### config.mk
export PLATFORM = sky130hd
export DESIGN_NAME = ddrsq_ctrl
export DESIGN_NICKNAME = d
export VERILOG_FILES = /design/src/ddrsq_pkg.sv /design/src/ddrsq_ctrl.sv /design/src/ddrsq_timer.sv
export VERILOG_INCLUDE_DIRS = /design/src
export SDC_FILE = /design/constraint.sdc
export NUM_CORES = 1
export LEC_CHECK = 0
export BUFFER_PORTS_ARGS = -buffer_cell sky130_fd_sc_hd__buf_2
export CORE_UTILIZATION = 55
export CTS_CLUSTER_SIZE = 30
export DETAILED_ROUTE_END_ITERATION = 6
export PLACE_DENSITY_LB_ADDON = 0.3
export SYNTH_ARGS = -nofsm -noshare
export SYNTH_HDL_FRONTEND = slang
export SYNTH_SLANG_ARGS = --single-unit
### constraint.sdc
create_clock -name i_clk -period 3.4 [get_ports i_clk]
set_input_delay 0.34 -clock i_clk [delete_from_list [all_inputs] [get_ports i_clk]]
set_output_delay 0.34 -clock i_clk [all_outputs]
set_load 0.005 [all_outputs]
### src/ddrsq_map.svh
// constants of the ddr4 reset, self-refresh and zq command sequencer
// assumes a 250 MHz controller clock that also drives the memory clock
`ifndef DDRSQ_MAP_SVH
`define DDRSQ_MAP_SVH
`define DDRSQ_CLK_PS 4000
`define DDRSQ_CNT_W 16
`define DDRSQ_PL_W 4
`define DDRSQ_ZQINIT_NCK 1024
`define DDRSQ_ZQOPER_NCK 512
`define DDRSQ_ZQCS_NCK 128
`define DDRSQ_XPR_MIN_NCK 5
`define DDRSQ_XS_EXTRA_NS 10
`define DDRSQ_CKESR_EXTRA_NCK 1
`define DDRSQ_CKSRE_MIN_NCK 5
`define DDRSQ_CKSRE_NS 10
`define DDRSQ_RST_HOLD_NCK 16
`define DDRSQ_TRFC_NS 350
`define DDRSQ_TRFC4_NS 160
`define DDRSQ_TDLLK_NCK 768
`define DDRSQ_TCKE_NCK 4
`define DDRSQ_T_ALL 0
`define DDRSQ_T_NODLL 1
`define DDRSQ_T_FAST 2
`define DDRSQ_T_DLL 3
`define DDRSQ_T_NUM 4
`endif

### src/ddrsq_pkg.sv
// types and helper arithmetic of the ddr4 command sequencer
// assumes ddrsq_map.svh is on the include path
`include "ddrsq_map.svh"
`default_nettype none
package ddrsq_pkg;
    typedef enum logic [2:0] {
        op_nop, op_zq_long, op_zq_short, op_mrs_fast, op_plain, op_dll_rd, op_sre, op_srx
    } ddrsq_op_t;

    typedef enum logic [2:0] {
        st_rst_hold, st_zq_init, st_idle, st_sr_clk, st_sr_low, st_sr_wake
    } ddrsq_state_t;

    typedef struct packed {
        logic valid;
        ddrsq_op_t op;
    } ddrsq_cmd_t;

    typedef struct packed {
        logic par_en;
        logic abort_en;
        logic [`DDRSQ_PL_W-1:0] par_lat;
    } ddrsq_cfg_t;

    typedef struct packed {
        logic [`DDRSQ_CNT_W-1:0] cnt;
        logic busy;
    } ddrsq_tmr_t;

    typedef struct packed {
        ddrsq_state_t st;
        logic [`DDRSQ_CNT_W-1:0] cnt;
        logic [`DDRSQ_CNT_W-1:0] low;
        logic [`DDRSQ_CNT_W-1:0] gap;
        logic [`DDRSQ_CNT_W-1:0] since_srx;
        logic [`DDRSQ_CNT_W-1:0] since_rise;
        ddrsq_op_t last_op;
        logic cmd_init;
        logic prev_init;
        ddrsq_cmd_t cmd;
        logic ack;
        logic cke;
        logic rst_n;
        logic ck_en;
        logic done;
    } ddrsq_ctrl_t;

    // least time in ns to whole cycles, rounded up, never below one
    function automatic int ns_to_cyc(input int ns);
        int c;
        c = (ns * 1000 + `DDRSQ_CLK_PS - 1) / `DDRSQ_CLK_PS;
        return (c < 1) ? 1 : c;
    endfunction

    function automatic int max2(input int a, input int b);
        return (a > b) ? a : b;
    endfunction

    function automatic logic [`DDRSQ_CNT_W-1:0] inc_sat(input logic [`DDRSQ_CNT_W-1:0] x);
        return (&x) ? x : x + `DDRSQ_CNT_W'(1);
    endfunction
endpackage
`default_nettype wire

### src/ddrsq_ctrl.sv
// controller side of ddr4 reset, zq calibration and self-refresh spacing
// assumes the requester holds a request until acked and keeps i_cfg static
//
// Overview of operation
// after reset the first zq long calibration blocks every command for 1024 clocks.
// a zq long calibration in normal operation blocks every command for 512 clocks.
// a zq short calibration blocks every command for 128 clocks.
// after reset release and cke high no command goes out before max(5 clocks, tRFC+10ns).
// after self-refresh exit commands without a locked dll wait tRFC+10ns.
// with self-refresh abort on, those commands wait only tRFC4+10ns.
// zq calibration and fast mode writes after self-refresh exit wait tRFC4+10ns.
// commands needing a locked dll wait the dll lock time after self-refresh exit.
// cke stays low from self-refresh entry to exit for at least tCKE plus one clock.
// with parity on, that least cke low time grows by the parity latency.
// with parity on, the clock runs max(5 clocks, 10ns) plus parity latency after entry.
// each absolute time is rounded up to clocks; the tRFC based ones are held by a blocking down-counter, the 10ns clock time by the cke low count.
`timescale 1ns/1ps
`include "ddrsq_map.svh"
`default_nettype none
module ddrsq_ctrl
    import ddrsq_pkg::*;
#(
    parameter int TRFC_NS = `DDRSQ_TRFC_NS,
    parameter int TRFC4_NS = `DDRSQ_TRFC4_NS,
    parameter int TDLLK_NCK = `DDRSQ_TDLLK_NCK,
    parameter int TCKE_NCK = `DDRSQ_TCKE_NCK,
    parameter int RST_HOLD_NCK = `DDRSQ_RST_HOLD_NCK
) (
    input wire logic i_clk,
    input wire logic i_nrst,
    input wire ddrsq_cmd_t i_req,
    input wire ddrsq_cfg_t i_cfg,
    output logic o_ack,
    output ddrsq_cmd_t o_cmd,
    output logic o_cke,
    output logic o_dram_rst_n,
    output logic o_ck_en,
    output logic o_init_done
);
    localparam int ZQINIT_C = `DDRSQ_ZQINIT_NCK;
    localparam int ZQOPER_C = `DDRSQ_ZQOPER_NCK;
    localparam int ZQCS_C = `DDRSQ_ZQCS_NCK;
    localparam int XPR_C = max2(`DDRSQ_XPR_MIN_NCK, ns_to_cyc(TRFC_NS + `DDRSQ_XS_EXTRA_NS));
    localparam int XS_C = ns_to_cyc(TRFC_NS + `DDRSQ_XS_EXTRA_NS);
    localparam int XS_FAST_C = ns_to_cyc(TRFC4_NS + `DDRSQ_XS_EXTRA_NS);
    localparam int CKSRE_C = max2(`DDRSQ_CKSRE_MIN_NCK, ns_to_cyc(`DDRSQ_CKSRE_NS));
    localparam int CKESR_C = TCKE_NCK + `DDRSQ_CKESR_EXTRA_NCK;
    localparam int CNT_MAX = (1 << `DDRSQ_CNT_W) - 2;

    if (XPR_C > CNT_MAX || XS_C > CNT_MAX || XS_FAST_C > CNT_MAX || TDLLK_NCK > CNT_MAX
        || RST_HOLD_NCK > CNT_MAX || TCKE_NCK < 1) begin : g_bad_param
        $error("ddrsq_ctrl: timing parameter out of range of the counters");
    end

    ddrsq_ctrl_t r_reg;
    ddrsq_ctrl_t r_next;
    logic [`DDRSQ_T_NUM-1:0] t_load;
    logic [`DDRSQ_CNT_W-1:0] t_val [`DDRSQ_T_NUM];
    logic [`DDRSQ_T_NUM-1:0] t_busy;
    logic [`DDRSQ_CNT_W-1:0] pl_add;
    logic [`DDRSQ_CNT_W-1:0] ckesr_req;
    logic [`DDRSQ_CNT_W-1:0] cksre_req;
    logic req_ok;

    for (genvar g = 0; g < `DDRSQ_T_NUM; g++) begin : g_tmr
        ddrsq_timer u_tmr (
            .i_clk(i_clk),
            .i_nrst(i_nrst),
            .i_load(t_load[g]),
            .i_val(t_val[g]),
            .o_busy(t_busy[g])
        );
    end

    // parity adds its latency to the cke low and clock valid windows
    always_comb begin
        pl_add = i_cfg.par_en ? `DDRSQ_CNT_W'(i_cfg.par_lat) : '0;
        ckesr_req = `DDRSQ_CNT_W'(CKESR_C) + pl_add;
        cksre_req = `DDRSQ_CNT_W'(CKSRE_C) + pl_add;
    end

    // which command class the timers currently let through
    always_comb begin
        req_ok = 1'b0;
        if (i_req.valid && !t_busy[`DDRSQ_T_ALL]) begin
            unique case (i_req.op)
                op_plain: req_ok = !t_busy[`DDRSQ_T_NODLL];
                op_zq_long, op_zq_short, op_mrs_fast: req_ok = !t_busy[`DDRSQ_T_FAST];
                op_dll_rd: req_ok = !t_busy[`DDRSQ_T_DLL];
                op_sre: req_ok = 1'b1;
                op_nop, op_srx: req_ok = 1'b0;
            endcase
        end
    end

    always_comb begin
        r_next = r_reg;
        r_next.ack = 1'b0;
        r_next.cmd = '0;
        r_next.cmd_init = 1'b0;
        t_load = '0;
        for (int i = 0; i < `DDRSQ_T_NUM; i++) begin
            t_val[i] = '0;
        end
        unique case (r_reg.st)
            st_rst_hold: begin
                if (r_reg.cnt == '0) begin
                    r_next.rst_n = 1'b1;
                    r_next.cke = 1'b1;
                    t_load[`DDRSQ_T_ALL] = 1'b1;
                    t_val[`DDRSQ_T_ALL] = `DDRSQ_CNT_W'(XPR_C);
                    r_next.st = st_zq_init;
                end else begin
                    r_next.cnt = r_reg.cnt - `DDRSQ_CNT_W'(1);
                end
            end
            st_zq_init: begin
                if (!t_busy[`DDRSQ_T_ALL]) begin
                    r_next.cmd = '{valid: 1'b1, op: op_zq_long};
                    r_next.cmd_init = 1'b1;
                    t_load[`DDRSQ_T_ALL] = 1'b1;
                    t_val[`DDRSQ_T_ALL] = `DDRSQ_CNT_W'(ZQINIT_C);
                    r_next.done = 1'b1;
                    r_next.st = st_idle;
                end
            end
            st_idle: begin
                if (req_ok) begin
                    r_next.cmd = i_req;
                    r_next.ack = 1'b1;
                    if (i_req.op == op_zq_long) begin
                        t_load[`DDRSQ_T_ALL] = 1'b1;
                        t_val[`DDRSQ_T_ALL] = `DDRSQ_CNT_W'(ZQOPER_C);
                    end else if (i_req.op == op_zq_short) begin
                        t_load[`DDRSQ_T_ALL] = 1'b1;
                        t_val[`DDRSQ_T_ALL] = `DDRSQ_CNT_W'(ZQCS_C);
                    end else if (i_req.op == op_sre) begin
                        r_next.cke = 1'b0;
                        r_next.st = st_sr_clk;
                    end
                end
            end
            st_sr_clk: begin
                if (r_reg.low >= cksre_req) begin
                    r_next.ck_en = 1'b0;
                    r_next.st = st_sr_low;
                end
            end
            st_sr_low: begin
                // the exit request waits unacked until cke has been low long enough
                if (i_req.valid && i_req.op == op_srx && r_reg.low >= ckesr_req) begin
                    r_next.ck_en = 1'b1;
                    r_next.cnt = cksre_req;
                    r_next.st = st_sr_wake;
                end
            end
            st_sr_wake: begin
                if (r_reg.cnt == '0) begin
                    r_next.cke = 1'b1;
                    r_next.cmd = '{valid: 1'b1, op: op_srx};
                    r_next.ack = 1'b1;
                    t_load[`DDRSQ_T_NODLL] = 1'b1;
                    t_val[`DDRSQ_T_NODLL] = i_cfg.abort_en ? `DDRSQ_CNT_W'(XS_FAST_C)
                                                          : `DDRSQ_CNT_W'(XS_C);
                    t_load[`DDRSQ_T_FAST] = 1'b1;
                    t_val[`DDRSQ_T_FAST] = `DDRSQ_CNT_W'(XS_FAST_C);
                    t_load[`DDRSQ_T_DLL] = 1'b1;
                    t_val[`DDRSQ_T_DLL] = `DDRSQ_CNT_W'(TDLLK_NCK);
                    r_next.st = st_idle;
                end else begin
                    r_next.cnt = r_reg.cnt - `DDRSQ_CNT_W'(1);
                end
            end
        endcase
        r_next.low = r_next.cke ? '0 : inc_sat(r_reg.low);
        r_next.gap = r_reg.cmd.valid ? `DDRSQ_CNT_W'(1) : inc_sat(r_reg.gap);
        r_next.last_op = r_reg.cmd.valid ? r_reg.cmd.op : r_reg.last_op;
        r_next.prev_init = r_reg.cmd.valid ? r_reg.cmd_init : r_reg.prev_init;
        r_next.since_srx = (r_reg.cmd.valid && r_reg.cmd.op == op_srx) ? `DDRSQ_CNT_W'(1)
                                                                         : inc_sat(r_reg.since_srx);
        r_next.since_rise = (r_reg.st == st_rst_hold) ? '0 : inc_sat(r_reg.since_rise);
    end

    always_ff @(posedge i_clk) begin
        if (!i_nrst) begin
            r_reg <= '0;
            r_reg.cnt <= `DDRSQ_CNT_W'(RST_HOLD_NCK);
            r_reg.since_srx <= '1;
            r_reg.ck_en <= 1'b1;
        end else begin
            r_reg <= r_next;
        end
    end

    assign o_ack = r_reg.ack;
    assign o_cmd = r_reg.cmd;
    assign o_cke = r_reg.cke;
    assign o_dram_rst_n = r_reg.rst_n;
    assign o_ck_en = r_reg.ck_en;
    assign o_init_done = r_reg.done;

    chk_zq_init_gap: assert property (@(posedge i_clk) disable iff (!i_nrst)
        o_cmd.valid && r_reg.prev_init |-> r_reg.gap >= ZQINIT_C)
        else $error("command inside initial zq calibration");
    chk_zq_long_gap: assert property (@(posedge i_clk) disable iff (!i_nrst)
        o_cmd.valid && r_reg.last_op == op_zq_long && !r_reg.prev_init
        |-> r_reg.gap >= ZQOPER_C)
        else $error("command inside zq long calibration");
    chk_zq_short_gap: assert property (@(posedge i_clk) disable iff (!i_nrst)
        o_cmd.valid && r_reg.last_op == op_zq_short |-> r_reg.gap >= ZQCS_C)
        else $error("command inside zq short calibration");
    chk_reset_exit_gap: assert property (@(posedge i_clk) disable iff (!i_nrst)
        o_cmd.valid |-> (o_cke != (o_cmd.op == op_sre)) && r_reg.since_rise >= XPR_C)
        else $error("command before reset exit time");
    chk_srx_nodll_gap: assert property (@(posedge i_clk) disable iff (!i_nrst)
        o_cmd.valid && o_cmd.op == op_plain && !i_cfg.abort_en |-> r_reg.since_srx >= XS_C)
        else $error("plain command too soon after self-refresh exit");
    chk_srx_abort_gap: assert property (@(posedge i_clk) disable iff (!i_nrst)
        o_cmd.valid && o_cmd.op == op_plain && i_cfg.abort_en
        |-> r_reg.since_srx >= XS_FAST_C)
        else $error("plain command too soon after aborted self-refresh");
    chk_srx_fast_gap: assert property (@(posedge i_clk) disable iff (!i_nrst)
        o_cmd.valid && (o_cmd.op inside {op_zq_long, op_zq_short, op_mrs_fast})
        |-> r_reg.since_srx >= XS_FAST_C)
        else $error("zq or fast mode write too soon after self-refresh exit");
    chk_srx_dll_gap: assert property (@(posedge i_clk) disable iff (!i_nrst)
        o_cmd.valid && o_cmd.op == op_dll_rd |-> r_reg.since_srx >= TDLLK_NCK)
        else $error("dll command before dll lock time");
    chk_cke_low_width: assert property (@(posedge i_clk) disable iff (!i_nrst)
        $rose(o_cke) && o_cmd.op == op_srx && !i_cfg.par_en |-> $past(r_reg.low) >= CKESR_C)
        else $error("cke low too short in self-refresh");
    chk_cke_low_par: assert property (@(posedge i_clk) disable iff (!i_nrst)
        $rose(o_cke) && o_cmd.op == op_srx && i_cfg.par_en
        |-> $past(r_reg.low) >= CKESR_C + int'(i_cfg.par_lat))
        else $error("cke low too short in self-refresh with parity");
    chk_clock_after_sre: assert property (@(posedge i_clk) disable iff (!i_nrst)
        $fell(o_ck_en) && i_cfg.par_en |-> !o_cke && $past(r_reg.low) >= CKSRE_C
        + int'(i_cfg.par_lat))
        else $error("clock stopped too soon after self-refresh entry");
endmodule
`default_nettype wire

### src/ddrsq_timer.sv
// loadable down-counter that blocks one command class
// assumes load and value come from logic on the same clock
`timescale 1ns/1ps
`include "ddrsq_map.svh"
`default_nettype none
module ddrsq_timer
    import ddrsq_pkg::*;
(
    input wire logic i_clk,
    input wire logic i_nrst,
    input wire logic i_load,
    input wire logic [`DDRSQ_CNT_W-1:0] i_val,
    output logic o_busy
);
    ddrsq_tmr_t r_reg;
    ddrsq_tmr_t r_next;

    // busy drops one edge early so a command may go out exactly on the last count
    always_comb begin
        r_next = r_reg;
        if (i_load) begin
            r_next.cnt = i_val;
        end else if (r_reg.cnt != '0) begin
            r_next.cnt = r_reg.cnt - `DDRSQ_CNT_W'(1);
        end
        r_next.busy = (r_next.cnt > `DDRSQ_CNT_W'(1));
    end

    always_ff @(posedge i_clk) begin
        if (!i_nrst) begin
            r_reg <= '0;
        end else begin
            r_reg <= r_next;
        end
    end

    assign o_busy = r_reg.busy;

    chk_timer_hold: assert property (@(posedge i_clk) disable iff (!i_nrst)
        i_load && i_val >= `DDRSQ_CNT_W'(3) |=> o_busy ##1 o_busy)
        else $error("timer released before its count ran out");
    chk_timer_short: assert property (@(posedge i_clk) disable iff (!i_nrst)
        !i_load && r_reg.cnt <= `DDRSQ_CNT_W'(2) |=> !o_busy)
        else $error("timer still blocking after its count ran out");
endmodule
`default_nettype wire

# Word level (Yosys, flattened, before mapping)
# Index checks and enable logic that the tools add are counted.
dict set report word_totals {
  ff_bits 112
  input_bits 12
  output_inout_bits 9
  word_cells 133
}
dict set report op_classes {
  add_sub_neg 7
  n_lt_le_gt_ge 5
  eq_ne 22
  muxes 53
  bitwise 2
  reduce_logical 26
}
# op count
set ops {}
lappend ops {{$mux 16} 9}
lappend ops {{$sub 16x1->16 const B} 5}
lappend ops {{$mux 39} 2}
lappend ops {{$gt 16x1->1 const B} 4}
lappend ops {{$reduce_bool 16->1} 4}
lappend ops {{$pmux 16 s3} 1}
lappend ops {{$pmux 16 s2} 1}
lappend ops {{$mux 3} 10}
lappend ops {{$mux 10} 2}
lappend ops {{$ne 2x2->1 const B} 10}
lappend ops {{$mux 19} 1}
lappend ops {{$eq 3x3->1 const B} 6}
lappend ops {{$pmux 3 s6} 1}
lappend ops {{$add 16x1->16 const B} 1}
lappend ops {{$ge 16x5->1} 1}
lappend ops {{$logic_not 16->1} 1}
lappend ops {{$reduce_and 16->1} 1}
lappend ops {{$mux 7} 2}
lappend ops {{$eq 3x2->1 const B} 4}
lappend ops {{$mux 6} 2}
lappend ops {{$pmux 4 s3} 1}
lappend ops {{$mux 1} 11}
lappend ops {{$mux 11} 1}
lappend ops {{$reduce_and 9->1} 1}
lappend ops {{other kinds (17)} 33}

# Depth between registers and ports, before layout
dict set report logic_depth {
  depth_word 8
  ltp_mapped 13
  ltp_nobuf 12
}

# By module
# From an unflattened synthesis, not the netlist that was laid out.
dict set report unflattened {
  hier_cells 908
  area_unflattened_um2 7219.4
}
# mod n_inst cells_each area_per_inst_um2 seq_area_each_um2
set modules_own_cells {}
lappend modules_own_cells {{ddrsq_timer (g_tmr[0].u_tmr ...)} 3 154 1196.1 340.3}
lappend modules_own_cells {ddrsq_ctrl 1 308 2519.9 880.8}
lappend modules_own_cells {{ddrsq_timer (g_tmr[3].u_tmr)} 1 138 1111.1 340.3}

# Worst setup path before layout
# OpenSTA, ideal clock, no wires.
dict set report synth_path {
  path_kind {input to register}
  from {in i_cfg[1] (netlist name)}
  to {reg r_reg[91] (netlist name)}
  setup_ns 0.071
  arrival_ns 2.729
  required_ns 3.329
  path_slack_ns 0.601
  path_stages 12
  n_path_buf 1
  path_cell_list {and2_1 > ha_1 > xnor2_1 > ha_1 > o21a_1 > o21ai_0 > o2111ai_1 > a311o_1 > clkbuf_1 > nand4_1 > or4_1 > a21oi_1}
}
dict set report synth_via {
  elab_chain_len 6
}
# element line_no
set synth_lines {}
lappend synth_lines {{start: declaration} ddrsq_ctrl.sv:32} ;# input wire ddrsq_cfg_t i_cfg,
lappend synth_lines {{$mux 4} ddrsq_ctrl.sv:77} ;# pl_add = i_cfg.par_en ? `DDRSQ_CNT_W'(i_cfg.par_lat) : '0;
lappend synth_lines {{$add 3x4->5 (no source line)} -}
lappend synth_lines {{$ge 16x5->1} ddrsq_ctrl.sv:151} ;# if (i_req.valid && i_req.op == op_srx && r_reg.low >= ckesr_req) begin
lappend synth_lines {{$logic_and 1x1->1} ddrsq_ctrl.sv:151}
lappend synth_lines {{$ne 2x2->1 (no source line)} -}
lappend synth_lines {{$reduce_and 3->1 (no source line)} -}
lappend synth_lines {{end signal: assignment} ddrsq_ctrl.sv:191} ;# r_reg <= r_next;
lappend synth_lines {{end: declaration} ddrsq_ctrl.sv:55} ;# ddrsq_ctrl_t r_reg;
# No other way between the ends.
# A chain may end at the register's enable or synchronous reset.

# Worst setup path after layout
dict set report layout_path {
  from {reg g_tmr[1].u_tmr.r_reg[2] (netlist name)}
  to {reg g_tmr[1].u_tmr.r_reg (netlist bit g_tmr[1].u_tmr.o_busy)}
}
dict set report layout_via {
  elab_chain_len 4
  word_cells_on_any_way 5
  classes_between {add/sub (1); order compare (1); mux (2); reduce/logical (1)}
}
# element line_no
set layout_lines {}
lappend layout_lines {{start: declaration} ddrsq_timer.sv:15} ;# ddrsq_tmr_t r_reg;
lappend layout_lines {{start signal: assignment} ddrsq_timer.sv:33} ;# r_reg <= r_next;
lappend layout_lines {{$sub 16x1->16 / $reduce_bool 16->1 (equally long branches)} {ddrsq_timer.sv:24, ddrsq_timer.sv:23}}
lappend layout_lines {{$mux 16 (*)} ddrsq_timer.sv:23} ;# end else if (r_reg.cnt != '0) begin
lappend layout_lines {{$mux 16 (*)} ddrsq_timer.sv:21} ;# if (i_load) begin
lappend layout_lines {{$gt 16x1->1 (*)} ddrsq_timer.sv:26} ;# r_next.busy = (r_next.cnt > `DDRSQ_CNT_W'(1));
# Mark *: on every way between the ends. The rest lies on a longest branch, timed or not.

==> metrics.txt <==
status=finished clean; Yosys cell types=66; maximum fanout along the worst path=6; M2 GR Usage=40.5%; startpoint types=flip-flop; final setup fails=0; PostCTS Resize Cnt=0; max_cap viols=0; pwr/cell area=983 mW/mm^2; max-slew violation count=0; CP arrival=3.36 ns; Worst R2R End=g_tmr[1].u_tmr.o_busy$_SDFF_PN0_; skew final=0.00819 ns; Post-CTS Setup Inserts=0; routing usage on met3=between 4 and 5%; Chip Width=106 um; post-synthesis instance total=around 750; Slew @ Worst Pin=0.730 ns; Min-Delay Startpoint=i_cfg[4]; Seq/Total Area, Yosys=approximately 37%; hold path depth=2; RSZ-0062 raised after global routing=false; sink of the worst hold path=g_tmr[1].u_tmr.r_reg[6]$_SDFF_PN0_; GRT Resource Usage Total=a little under a quarter; HPWL Detailed=around 9.4 mm; Worst-path clk slew=0.10 ns; total power=approximately 0.0063 W; Critical Path RT=approximately 3.7 ns; Syn Area/Cell=8.05 sq um; flops & latches, synth=112; static leakage=2.54 nW; clock root cell=clkbuf_8; Vias/cell=5.91; number of flip-flops in the largest register=64; CP endpoint kind=flip-flop; Tmin final=3.08 ns; Layout area overhead=6.49%; first-pass GRT wire length=around 22 mm; Setup TNS=0 ns; Die H=106 um; Post-Syn Nets=771; DRC marker count from the first detailed-route iteration=242; FF-to-FF Start=g_tmr[1].u_tmr.r_reg[2]$_SDFF_PN0_; R2R depth=9; DRC Markers=0; Crit Path Class=flip-flop to flip-flop; Fin. Hold Viols=0; Fill cells=942; CTS tree=built; CP Launch Point=g_tmr[1].u_tmr.r_reg[2]$_SDFF_PN0_; Post-synth EDFFs=0; Initial Utilization=between 50% and 60%; Max-slew headroom=50.9%; H-tree depth=3; Post-DRT Antenna Nets=0; Num CTS Buffers=9; num rows=37; initial antenna violation count=0; clk_lat worst skew=0.38 ns; vias in the first global route=4,886; nets=778; CTS Sinks=112; CTS Hold Bufs=0; Diodes inserted=0; total congestion overflow=0; Async SR Flop Fraction=0%; Port-buffer cells=20; Ports=21; ratio of cells with drive above 1 in the final layout=slightly below 8%; met1 global-route usage=30.1%; Core ar.=0.0105 sq mm; FF-to-FF setup slack=roughly 0.32 ns; Routed WL=12.9 mm; Hold WC Path Type=input pin to flip-flop; die area=approximately 0.011 sq mm; routability cong.=roughly 0.9; Main synth FF type=dfxtp_1; largest net degree at the start of global routing=29; IR drop worst, VDD=0.632 mV; fmax=325 MHz; Synth warnings=0; vias=5,277; clock tree buffer depth=2; drt wl/cell=14.5 um; mapped cell area=0.00599 sq mm; DRT Pass-1 Iters=5; period utilization=~91%; most used routing layer=met2
-- where the power goes --
part	switching, W	internal, W	leakage, nW
sequential	0.000419	0.00170	0.916
combinational	0.00188	0.00146	1.52
clock	0.000466	0.000349	0.104
-- metal layers --
layer / wire length [um] / vias to the layer above
met5: 0 / -
met4: 184 / 0
met3: 534 / 15
met2: 6110 / 109
met1: 6080 / 2481
li1: - / 2672
-- through the flow --
stage               setup slack (ns)  utilization, %  std cells  instance area (sq um)  hold slack (ns)
CTS                            0.367            61.0        893                   6380            0.248
finish                         0.319            61.0        893                   6380            0.270
global route                   0.157            61.0        893                   6380            0.275
floorplan                      0.601               -        745                   5990            0.439
detailed placement             0.173            59.1        877                   6180            0.467
global placement               0.332            59.1        877                   6180            0.452
-- worst max-delay path by stage --
stage,end,slack (ns),depth (start not counted)
6_report,g_tmr[1].u_tmr.o_busy$_SDFF_PN0_,0.32,9
2_1_floorplan,r_reg[91]$_SDFFE_PN0P_,0.60,12
3_3_place_gp,r_reg[91]$_SDFFE_PN0P_,0.33,12
4_1_cts,g_tmr[1].u_tmr.o_busy$_SDFF_PN0_,0.37,9
5_1_grt,g_tmr[1].u_tmr.o_busy$_SDFF_PN0_,0.16,9
3_5_place_dp,r_reg[91]$_SDFFE_PN0P_,0.17,13
-- Yosys cell counts (all sizes together), types with 3 or more instances --
| library cell | count | area share [%] |
|---|---|---|
| nor2b | 13 | 1.4 |
| dfxtp | 112 | 37 |
| nor2 | 121 | 7.7 |
| o31ai | 4 | 0.50 |
| or4 | 13 | 1.6 |
| or3 | 11 | 1.1 |
| buf | 8 | 0.77 |
| ha | 14 | 2.9 |
| a21o | 3 | 0.38 |
| xor2 | 31 | 4.5 |
| inv | 20 | 1.3 |
| clkbuf | 22 | 1.4 |
| and4 | 7 | 1.0 |
| nor3b | 8 | 1.0 |
| mux2i | 8 | 1.3 |
| nand2 | 58 | 3.6 |
| nand4 | 15 | 1.6 |
| nand3 | 17 | 1.4 |
| a211oi | 9 | 1.1 |
| a31oi | 5 | 0.52 |
| or2 | 5 | 0.52 |
| nand2b | 19 | 2.0 |
| nor4 | 19 | 2.1 |
| and2 | 11 | 1.1 |
| o211ai | 6 | 0.75 |
| o21ai | 23 | 1.9 |
| and4b | 3 | 0.50 |
| nand3b | 6 | 0.75 |
| o21a | 9 | 1.1 |
| or4b | 6 | 1.1 |
| a21oi | 54 | 4.5 |
| xnor2 | 22 | 3.2 |
| nor3 | 21 | 1.8 |
| and3 | 6 | 0.63 |
| nand4b | 3 | 0.44 |
-- area by class of cell --
type | instances | area [sq um] | area share, %
Timing Repair Buffer | 26 | 145 | 2.27
Sequential cell | 112 | 2240 | 35.1
Clock buffer | 9 | 124 | 1.94
Clock inverter | 7 | 78.8 | 1.23
Inverter | 20 | 75.1 | 1.18
Tap cell | 136 | 170 | 2.67
Multi-Input combinational cell | 583 | 3550 | 55.6
-- cell families (layout without fill, tap and decap cells) --
logic type,Yosys count,in the layout,synth area share (%)
mux,10,10,1.71
fa+ha+maj,14,14,2.92
flops,112,112,37.4
xor+xnor,53,53,7.74
buf+inv,50,62,3.40
simple gates,367,367,32.2
compound gates,139,139,14.6
-- layout by cell type (no fill, tap or decap), types with 6 or more instances in the layout --
master	n
a211oi_1	9
nand4_1	15
and4_1	7
ha_1	14
mux2i_1	8
inv_1	20
clkbuf_8	9
o211ai_1	6
nor3_1	21
and3_1	6
nor4_1	18
xor2_1	31
buf_4	6
buf_2	20
nand3b_1	6
dfxtp_1	112
nand3_1	17
nor2b_1	13
xnor2_1	22
o21ai_0	23
and2_1	11
or4_1	13
a21oi_1	54
o21a_1	9
nand2_1	58
nor3b_1	8
nand2b_1	19
or3_1	11
nor2_1	120
-- worst max-delay path: stages, from the launching register on --
cell and delay, ns:
dfxtp_1 0.34, inv_1 0.10, ha_1 0.26, or4b_4 0.53, or4b_4 0.59, nor3_1 0.23
mux2i_1 0.29, and4b_1 0.23, nand4_1 0.10, a211o_1 0.31
(Power assumes the default switching activity.)
